--- src/pkg/rf_cmd_consts.vh ---
`ifndef RF_CMD_CONSTS_VH
`define RF_CMD_CONSTS_VH

// ----------------------------------------------------------------
// Register byte offsets
// ----------------------------------------------------------------
`define OFS_CMD      8'h00
`define OFS_RESP     8'h04
`define OFS_STAT     8'h08
`define OFS_MASK     8'h0C
`define OFS_INFO     8'h10

// ----------------------------------------------------------------
// Frame bytes
// ----------------------------------------------------------------
`define OP_SET_ATT   8'h51
`define OP_GET_ATT   8'h52
`define OP_SET_DET   8'h53
`define OP_GET_DET   8'h54
`define BYTE_CR      8'h0D
`define ACK_OK       8'h00
`define ACK_REJ      8'h01

// ----------------------------------------------------------------
// Protocol selector codes, upper nibble of protocol byte
// ----------------------------------------------------------------
`define PROTO_SEL_A  4'h2
`define PROTO_SEL_B  4'h3
`define PROTO_SEL_C  4'h4
`define PROTO_SEL_D  4'h8

// ----------------------------------------------------------------
// Limits, field positions, reset values
// ----------------------------------------------------------------
`define THR_MAX      5'h14
`define DL_ATT_MSB   7
`define UL_ATT_LSB   0
`define ST_RESP_RDY  0
`define ST_FRAME_ERR 1
`define ST_REJECT    2
`define STAT_RESET   3'h0
`define MASK_RESET   3'h0
`define SLOT_RESET   8'h00
`define RESP_LEN_SET 3'h4
`define RESP_LEN_GET 3'h5
`define AXI_OKAY     2'h0
`define AXI_SLVERR   2'h2

`endif

--- src/rf_atten_detect_cmd_handler.v ---
// Added by the designer: the register addresses and the AXI4-Lite interface to the registers.
`timescale 1ns/1ps
`default_nettype none
`include "rf_cmd_consts.vh"

// Summary of operation
// Each protocol keeps an attenuation from 0 to 15 dB in 1 dB steps.
// The host sets attenuation with 0x51, protocol byte, attenuation byte, 0x0D.
// Downlink attenuation is the upper nibble and uplink the lower nibble.
// Protocol code sits in the upper nibble, lower nibble zero; 2, 3, 4, 8 are valid.
// Set attenuation answers 0x51, protocol echo, status byte with zero upper nibble, 0x0D.
// The host reads attenuation with 0x52, protocol byte, 0x0D.
// Get attenuation answers 0x52, protocol echo, attenuation, status, 0x0D.
// The attenuation read back is the last one written for that protocol.
// Each protocol keeps its own detect threshold of up to 20 dB in 1 dB steps.
// A tag response is forwarded only when its level exceeds that protocol's threshold.
// The host sets the threshold with 0x53, protocol byte, value 0 to 20, 0x0D.
// Set detect answers 0x53, protocol echo, acknowledge, 0x0D.
// An acknowledge byte of 0 accepts and 1 rejects.
// The host reads the threshold with 0x54, protocol byte, 0x0D.
// Get detect answers 0x54, protocol echo, threshold, acknowledge, 0x0D.
// Bad protocol codes or thresholds above 20 are rejected and change nothing.
// A frame without its carriage return is dropped; an opcode there starts a new frame.

module rf_atten_detect_cmd_handler (
  input  wire        aclk,
  input  wire        aresetn,
  input  wire [7:0]  awaddr,
  input  wire        awvalid,
  output reg         awready,
  input  wire [31:0] wdata,
  input  wire [3:0]  wstrb,
  input  wire        wvalid,
  output reg         wready,
  output reg  [1:0]  bresp,
  output reg         bvalid,
  input  wire        bready,
  input  wire [7:0]  araddr,
  input  wire        arvalid,
  output reg         arready,
  output reg  [31:0] rdata,
  output reg  [1:0]  rresp,
  output reg         rvalid,
  input  wire        rready,
  output reg         irq,
  input  wire        tag_valid,
  input  wire [1:0]  tag_proto,
  input  wire [4:0]  tag_level,
  input  wire [7:0]  tag_data,
  output reg         fwd_valid,
  output reg  [7:0]  fwd_data,
  output wire [31:0] atten_set,
  output wire [19:0] detect_thr
);

  // ----------------------------------------------------------------
  // Parser states
  // ----------------------------------------------------------------
  localparam [1:0] S_IDLE  = 2'h0;
  localparam [1:0] S_PROTO = 2'h1;
  localparam [1:0] S_ARG   = 2'h2;
  localparam [1:0] S_CR    = 2'h3;

  reg  [7:0] aw_addr_r;
  reg        aw_held_r;
  reg  [31:0] w_data_r;
  reg  [3:0] w_strb_r;
  reg        w_held_r;
  reg  [1:0] pst_r;
  reg  [7:0] op_r;
  reg  [7:0] proto_r;
  reg  [7:0] arg_r;
  reg  [7:0] rbuf_r [0:4];
  reg  [2:0] rlen_r;
  reg  [2:0] rptr_r;
  reg  [2:0] stat_r;
  reg  [2:0] mask_r;
  reg  [2:0] stat_nxt;
  reg  [2:0] mask_nxt;
  reg  [1:0] pidx;
  reg        pok;
  reg  [7:0] rb2;
  reg  [7:0] rb3;
  reg  [7:0] rb4;
  reg  [2:0] rlen_nxt;
  reg  [31:0] rd_mux;
  reg        rd_err;

  // ----------------------------------------------------------------
  // Write decode
  // ----------------------------------------------------------------
  wire       wr_go    = aw_held_r & w_held_r & ~bvalid;
  wire [7:0] wr_ofs   = {aw_addr_r[7:2], 2'b00};
  wire       wr_cmd   = wr_go & (wr_ofs == `OFS_CMD);
  wire       wr_stat  = wr_go & (wr_ofs == `OFS_STAT) & w_strb_r[0];
  wire       wr_mask  = wr_go & (wr_ofs == `OFS_MASK) & w_strb_r[0];
  wire       wr_known = wr_cmd | (wr_go & ((wr_ofs == `OFS_STAT) | (wr_ofs == `OFS_MASK)));
  // New command bytes are refused until the pending answer is drained
  wire       cmd_push = wr_cmd & w_strb_r[0] & (rlen_r == 3'h0);
  wire [7:0] cbyte    = w_data_r[7:0];
  wire       is_op    = (cbyte >= `OP_SET_ATT) && (cbyte <= `OP_GET_DET);
  wire       is_set   = (op_r == `OP_SET_ATT) || (op_r == `OP_SET_DET);

  // ----------------------------------------------------------------
  // Frame close and validation
  // ----------------------------------------------------------------
  wire       at_cr    = cmd_push & (pst_r == S_CR);
  wire       frame_ok = at_cr & (cbyte == `BYTE_CR);
  wire       frame_er = at_cr & (cbyte != `BYTE_CR);
  wire       thr_ok   = arg_r <= {3'h0, `THR_MAX};
  wire       reject   = ~pok | ((op_r == `OP_SET_DET) & ~thr_ok);
  wire [7:0] ackb     = reject ? `ACK_REJ : `ACK_OK;
  wire [7:0] att_sel  = atten_set[{pidx, 3'b000} +: 8];
  wire [4:0] thr_sel  = detect_thr[pidx * 5 +: 5];
  wire       exec     = frame_ok & ~reject;

  // Protocol byte to slot index; lower nibble must be clear
  always @* begin
    pidx = 2'h0;
    pok  = 1'b0;
    if (proto_r[3:0] == 4'h0) begin
      case (proto_r[7:4])
        `PROTO_SEL_A: begin pidx = 2'h0; pok = 1'b1; end
        `PROTO_SEL_B: begin pidx = 2'h1; pok = 1'b1; end
        `PROTO_SEL_C: begin pidx = 2'h2; pok = 1'b1; end
        `PROTO_SEL_D: begin pidx = 2'h3; pok = 1'b1; end
        default: begin pidx = 2'h0; pok = 1'b0; end
      endcase
    end
  end

  // ----------------------------------------------------------------
  // Settings slots, one per protocol
  // ----------------------------------------------------------------
  genvar gi;
  generate
    for (gi = 0; gi < 4; gi = gi + 1) begin : slot
      proto_slot u_slot (
        .aclk    (aclk),
        .aresetn (aresetn),
        .wr_att  (exec & (op_r == `OP_SET_ATT) & (pidx == gi)),
        .wr_thr  (exec & (op_r == `OP_SET_DET) & (pidx == gi)),
        .din     (arg_r),
        .att_r   (atten_set[gi*8 +: 8]),
        .thr_r   (detect_thr[gi*5 +: 5])
      );
    end
  endgenerate

  // ----------------------------------------------------------------
  // Answer frame contents
  // ----------------------------------------------------------------
  // Rejected reads return zero data so stale slots never leak out
  always @* begin
    case (op_r)
      `OP_SET_ATT, `OP_SET_DET: begin
        rb2      = ackb;
        rb3      = `BYTE_CR;
        rb4      = 8'h00;
        rlen_nxt = `RESP_LEN_SET;
      end
      `OP_GET_ATT: begin
        rb2      = reject ? 8'h00 : att_sel;
        rb3      = ackb;
        rb4      = `BYTE_CR;
        rlen_nxt = `RESP_LEN_GET;
      end
      default: begin
        rb2      = reject ? 8'h00 : {3'h0, thr_sel};
        rb3      = ackb;
        rb4      = `BYTE_CR;
        rlen_nxt = `RESP_LEN_GET;
      end
    endcase
  end

  // ----------------------------------------------------------------
  // Byte parser and answer buffer
  // ----------------------------------------------------------------
  wire ar_go    = arvalid & arready;
  wire [7:0] rd_ofs = {araddr[7:2], 2'b00};
  wire pop      = ar_go & (rd_ofs == `OFS_RESP) & (rlen_r != 3'h0);

  always @(posedge aclk) begin
    if (!aresetn) begin
      pst_r    <= S_IDLE;
      op_r     <= 8'h00;
      proto_r  <= 8'h00;
      arg_r    <= 8'h00;
      rlen_r   <= 3'h0;
      rptr_r   <= 3'h0;
      rbuf_r[0] <= 8'h00;
      rbuf_r[1] <= 8'h00;
      rbuf_r[2] <= 8'h00;
      rbuf_r[3] <= 8'h00;
      rbuf_r[4] <= 8'h00;
    end else begin
      if (cmd_push) begin
        case (pst_r)
          S_IDLE: begin
            if (is_op) begin
              op_r  <= cbyte;
              pst_r <= S_PROTO;
            end
          end
          S_PROTO: begin
            proto_r <= cbyte;
            pst_r   <= is_set ? S_ARG : S_CR;
          end
          S_ARG: begin
            arg_r <= cbyte;
            pst_r <= S_CR;
          end
          S_CR: begin
            if (cbyte == `BYTE_CR) begin
              pst_r <= S_IDLE;
            end else if (is_op) begin
              op_r  <= cbyte;
              pst_r <= S_PROTO;
            end else begin
              pst_r <= S_IDLE;
            end
          end
          default: pst_r <= S_IDLE;
        endcase
      end
      // Every complete frame is answered, accepted or not
      if (frame_ok) begin
        rbuf_r[0] <= op_r;
        rbuf_r[1] <= proto_r;
        rbuf_r[2] <= rb2;
        rbuf_r[3] <= rb3;
        rbuf_r[4] <= rb4;
        rlen_r    <= rlen_nxt;
        rptr_r    <= 3'h0;
      end else if (pop) begin
        if (rptr_r + 3'h1 == rlen_r) begin
          rlen_r <= 3'h0;
          rptr_r <= 3'h0;
        end else begin
          rptr_r <= rptr_r + 3'h1;
        end
      end
    end
  end

  // ----------------------------------------------------------------
  // Status, mask, interrupt
  // ----------------------------------------------------------------
  // Hardware set beats a write-one clear in the same cycle
  always @* begin
    stat_nxt = stat_r & ~(wr_stat ? w_data_r[2:0] : 3'h0);
    stat_nxt[`ST_RESP_RDY]  = stat_nxt[`ST_RESP_RDY] | frame_ok;
    stat_nxt[`ST_FRAME_ERR] = stat_nxt[`ST_FRAME_ERR] | frame_er;
    stat_nxt[`ST_REJECT]    = stat_nxt[`ST_REJECT] | (frame_ok & reject);
    mask_nxt = wr_mask ? w_data_r[2:0] : mask_r;
  end

  always @(posedge aclk) begin
    if (!aresetn) begin
      stat_r <= `STAT_RESET;
      mask_r <= `MASK_RESET;
      irq    <= 1'b0;
    end else begin
      stat_r <= stat_nxt;
      mask_r <= mask_nxt;
      irq    <= |(stat_nxt & mask_nxt);
    end
  end

  // ----------------------------------------------------------------
  // Detect gate
  // ----------------------------------------------------------------
  // Tag inputs come from the same clock, so no synchroniser here
  always @(posedge aclk) begin
    if (!aresetn) begin
      fwd_valid <= 1'b0;
      fwd_data  <= 8'h00;
    end else begin
      fwd_valid <= tag_valid & (tag_level > detect_thr[tag_proto * 5 +: 5]);
      fwd_data  <= tag_data;
    end
  end

  // ----------------------------------------------------------------
  // AXI4-Lite write channels
  // ----------------------------------------------------------------
  always @(posedge aclk) begin
    if (!aresetn) begin
      awready   <= 1'b1;
      wready    <= 1'b1;
      aw_held_r <= 1'b0;
      w_held_r  <= 1'b0;
      aw_addr_r <= 8'h00;
      w_data_r  <= 32'h00000000;
      w_strb_r  <= 4'h0;
      bvalid    <= 1'b0;
      bresp     <= `AXI_OKAY;
    end else begin
      if (awvalid & awready) begin
        aw_addr_r <= awaddr;
        aw_held_r <= 1'b1;
        awready   <= 1'b0;
      end
      if (wvalid & wready) begin
        w_data_r <= wdata;
        w_strb_r <= wstrb;
        w_held_r <= 1'b1;
        wready   <= 1'b0;
      end
      if (wr_go) begin
        aw_held_r <= 1'b0;
        w_held_r  <= 1'b0;
        bvalid    <= 1'b1;
        // Refused command byte or unmapped offset reports SLVERR
        bresp     <= (~wr_known | (wr_cmd & ~cmd_push)) ? `AXI_SLVERR : `AXI_OKAY;
      end
      if (bvalid & bready) begin
        bvalid  <= 1'b0;
        awready <= 1'b1;
        wready  <= 1'b1;
      end
    end
  end

  // ----------------------------------------------------------------
  // AXI4-Lite read channels
  // ----------------------------------------------------------------
  always @* begin
    rd_err = 1'b0;
    case (rd_ofs)
      `OFS_CMD:  rd_mux = 32'h00000000;
      `OFS_RESP: rd_mux = {23'h000000, rlen_r != 3'h0, rbuf_r[rptr_r]};
      `OFS_STAT: rd_mux = {29'h00000000, stat_r};
      `OFS_MASK: rd_mux = {29'h00000000, mask_r};
      `OFS_INFO: rd_mux = {24'h000000, rptr_r, rlen_r, pst_r};
      default: begin
        rd_mux = 32'h00000000;
        rd_err = 1'b1;
      end
    endcase
  end

  always @(posedge aclk) begin
    if (!aresetn) begin
      arready <= 1'b1;
      rvalid  <= 1'b0;
      rdata   <= 32'h00000000;
      rresp   <= `AXI_OKAY;
    end else begin
      if (ar_go) begin
        arready <= 1'b0;
        rvalid  <= 1'b1;
        rdata   <= rd_mux;
        rresp   <= rd_err ? `AXI_SLVERR : `AXI_OKAY;
      end else if (rvalid & rready) begin
        rvalid  <= 1'b0;
        arready <= 1'b1;
      end
    end
  end

endmodule
`default_nettype wire

--- src/proto_slot.v ---
`timescale 1ns/1ps
`default_nettype none
`include "rf_cmd_consts.vh"

module proto_slot (
  input  wire       aclk,
  input  wire       aresetn,
  input  wire       wr_att,
  input  wire       wr_thr,
  input  wire [7:0] din,
  output reg  [7:0] att_r,
  output reg  [4:0] thr_r
);

  // ----------------------------------------------------------------
  // Per-protocol settings
  // ----------------------------------------------------------------
  // Attenuation byte kept whole: both nibbles span 0..15 dB
  always @(posedge aclk) begin
    if (!aresetn) begin
      att_r <= `SLOT_RESET;
      thr_r <= 5'h00;
    end else begin
      if (wr_att) begin
        att_r <= din;
      end
      if (wr_thr) begin
        thr_r <= din[4:0];
      end
    end
  end

endmodule
`default_nettype wire

--- config.mk ---
export PLATFORM = sky130hd
export DESIGN_NAME = rf_atten_detect_cmd_handler
export DESIGN_NICKNAME = d
export VERILOG_FILES = /design/src/rf_atten_detect_cmd_handler.v /design/src/proto_slot.v
export VERILOG_INCLUDE_DIRS = /design/src /design/src/pkg
export SDC_FILE = /design/constraint.sdc
export NUM_CORES = 1
export LEC_CHECK = 0
export ABC_AREA = 0
export BUFFER_PORTS_ARGS = -buffer_cell sky130_fd_sc_hd__buf_2
export CORE_MARGIN = 8
export CORE_UTILIZATION = 30
export CTS_CLUSTER_SIZE = 16
export DETAILED_ROUTE_END_ITERATION = 8
export MAX_ROUTING_LAYER = met4
export PLACE_DENSITY = 0.49
export SYNTH_ARGS = -nofsm -noshare
export SYNTH_HDL_FRONTEND = slang
export SYNTH_SLANG_ARGS = --single-unit
--- constraint.sdc ---
create_clock -name aclk -period 3.3 [get_ports aclk]
set_clock_uncertainty 0.2 [all_clocks]
set_input_delay 0.66 -clock aclk [delete_from_list [all_inputs] [get_ports aclk]]
set_output_delay 0.66 -clock aclk [all_outputs]
set_load 0.05 [all_outputs]
==> results.toml <==
[die]
start_util_pct = 30.21
pin_count = 178
row_count = 58
die_h_um = 174.5
die_area_sq_um = 30470
fp.dieW_um = 174.5
core_sq_um = 24960

[yosys]
synth_simple_gate_area_share_pct = 21.32
synthCells = 847
yosysWarnings = 0
syn_area_sq_um = 7541
avgSynthCellArea_sq_um = 8.903
synth.top_cell.area_share_pct = 35.84
synth-seq-area-share_pct = 46.59
synth_edf_count = 27
async_flop_share_pct = 0
synth_most_common_cell = "dfxtp_1"
synth_common_cells = "dfxtp_1 (135), a21oi_1 (105), nand2_1 (78)"
synth-seq-cells = 162
synth-main-ff-cell = "dfxtp_1"
synth_compound_area_share_pct = 17.09
ys_types = 64
synth.area.top_cells = "dfxtp_1 (36%), edfxtp_1 (11%), a21oi_1 (7.0%)"
synth-adder-area-share_pct = 1.659
synth_top_family_by_area = "simple AND/OR/NAND/NOR gates"
muxShareOfSynthArea_pct = 5.890
yosys.area.top_type = "dfxtp_1"
synthXorXnorAreaFrac_pct = 0.7798

[timing]
maxSlewViolCount = 0
setup_viol = 0
slew_headroom_pct = 55.37
max_freq_mhz = 329.8
fin_ws_ps = 268.1
fin_tns_setup_ps = 0
hold_violations = 0
whs_ps = 240.8
fin_crit_sh_pct = 91.88
post-route-min-period_ps = 3032
worstMarginPinSlew_ps = 667.0
rsz0062_at_grt = "false"

[place]
dp_cells = 1281
place_hpwl_mm = 17.15
globalplace.congestion = 0.8412
place_ws_ps = 272.4
io_buffers = 121

[pwr]
power_density_nw_per_um2 = 472.3
ir_drop_v = 0.0002670
leakage_uw = 0.003540

[flow_run]
max_cap_violations = 0

[clocking]
cts_hold_buffers = 0
cts.sinks = 162
clkLatencyLatePin_ps = 420
cts_buffers = 17
cts_max_level = 4
post-cts-setup-buffer-count = 0
cts_buffer_depth = 2
clkTransAtPathRegs_ps = 70
cts_tree = "done"
cts-root-buf = "clkbuf_16"
post_cts_resized = 0

[final_layout]
regArea_sq_um = 3513
area_growth_pct = 21.32
fin_nets = 1055
final_cells = 1313
num_antenna_cells = 0
num-fill-cells = 2666
multi_input_area_sq_um = 3631
drive_gt1_share_pct = 21.87

[worst_setup_path]
path_cells = "or4_4 -> or4_1 -> nor4_4 -> buf_4 -> nand3_1 -> o221ai_1"
timing.rr.start = "aw_addr_r[7]$_SDFFE_PN0P_"
ff2ff_path_depth = 6
cp_slowest_cell = "or4_1"
critPathArrivalTime_ps = 3050
crit_path_max_fanout = 9
crit_required_ps = 3320
critPathLaunchType = "register"
r2r_slack_ps = 270
r2r_end = "rbuf_r[2][0]$_SDFFCE_PN0P_"
path_class = "register to register"
cpPeakStageDelay_ps = 720
endpoint_kind = "register"

[worst_hold_path]
hp-class = "primary input to register"
whs_path_depth = 2
min_to = "fwd_data[6]$_SDFF_PN0_"
hold_path_startpoint = "tag_data[6]"

[routing]
num_vias = 6608
first_pass_iters = 5
highest_layer = "met4"
drc_errors = 0
vias_per_cell = 5.033
drt_iter0_drc = 516
wl_met2_mm = 10.83
ant_nets = 0
finalWirelength_mm = 23.38
met1Wirelength_mm = 11.35
wl_met3_um = 822
wl_per_cell_um = 17.81

[outcome]
status = "finished, final reports clean"

[global_route]
grt_usage_pct = 15.80
grt_pass1_vias = 6537
grt_max_degree = 107
antenna_found_initial = 0
grt_pass1_wl_mm = 37.55
overflow = 0
==> registers in the layout, summed over array words and instances (netlist names), 2 cells and up, named ones only <==
name               count
aw_addr_r              6
pst_r                  2
rbuf_r                27
rlen_r                 2
arg_r                  8
proto_r                8
rdata                  9
rptr_r                 3
stat_r                 3
mask_r                 3
slot.u_slot.att_r     32
fwd_data               8
slot.u_slot.thr_r     20
op_r                   8
w_data_r               8
==> metrics by stage <==
step,total power (uW),instance area (sq um),utilization (%)
after detailed placement,2412,8561,34.29
after global placement,2410,8561,34.29
after floorplan,2346,7631,-
after CTS,4376,9149,36.65
after global routing,4481,9149,36.65
final,4321,9149,36.65
==> worst max-delay path by stage <==
stage | from | end | slack, ps | cells after the start
2_1_floorplan | bvalid$_SDFFE_PP0N_ | rbuf_r[0][0]$_SDFFCE_PN0P_ | 430 | 4
3_3_place_gp | aw_addr_r[7]$_SDFFE_PN0P_ | rbuf_r[2][4]$_SDFFCE_PN0P_ | 280 | 5
3_5_place_dp | aw_addr_r[7]$_SDFFE_PN0P_ | rbuf_r[2][0]$_SDFFCE_PN0P_ | 270 | 6
4_1_cts | aw_addr_r[7]$_SDFFE_PN0P_ | rbuf_r[2][1]$_SDFFCE_PN0P_ | 240 | 5
5_1_grt | aw_addr_r[7]$_SDFFE_PN0P_ | rbuf_r[2][1]$_SDFFCE_PN0P_ | 110 | 5
6_report | aw_addr_r[7]$_SDFFE_PN0P_ | rbuf_r[2][0]$_SDFFCE_PN0P_ | 270 | 6
==> placed cells by master (no fill, tap or decap), types with 5 or more instances in the layout <==
cell,instances
inv_1,18
o21ai_1,20
clkbuf_16,18
mux4_2,8
ha_1,10
and2_1,25
conb_1,25
nand3_1,76
buf_2,121
nand4_1,11
nand2_1,78
o21ai_0,42
o32ai_1,5
a22oi_1,7
nor2_1,52
nor2b_1,5
edfxtp_1,27
a21oi_1,105
dfxtp_1,135
mux2i_1,23
and3_1,7
buf_4,38
nor3_1,17
nand2b_1,5
==> logic make-up (layout without fill, tap and decap cells) <==
family / Yosys count / in the layout
simple gates: 314 / 314
compound gates: 221 / 221
flops: 162 / 162
buf+inv: 100 / 212
mux: 34 / 34
fa+ha+maj: 10 / 10
xor+xnor: 5 / 5
other cells: 1 / 25
==> power breakdown <==
| part | switching, uW | total [uW] | leakage, uW | internal (uW) |
|---|---|---|---|---|
| combinational | 219 | 296 | 0.00189 | 76.8 |
| clock | 788 | 1960 | 0.000282 | 1170 |
| sequential | 23.1 | 2070 | 0.00137 | 2050 |
==> worst max-delay path, delay by kind of cell, from the launching register on <==
kind                   cells  cell delay [ps]
DFF                        1              310
and+or+nand+nor            4             1850
AOI/OAI and AO/OA          1              290
buffers and inverters      1              190
==> per-layer routing <==
layer,GRT usage [%],vias to the layer above
met5,-,-
met4,4.875,0
met3,2.105,25
met2,24.09,155
met1,21.47,3153
li1,-,3275
==> layout make-up <==
| type | instances | share of cell area, % |
|---|---|---|
| flip-flops and latches | 162 | 38.40 |
| inverters | 19 | 0.7932 |
| well taps | 330 | 4.513 |
| clock buffers | 26 | 5.689 |
| multi-input cells | 609 | 39.69 |
| clock inverters | 6 | 0.7385 |
| repair buffers | 161 | 10.18 |
Power figures use the tool's default switching activity.
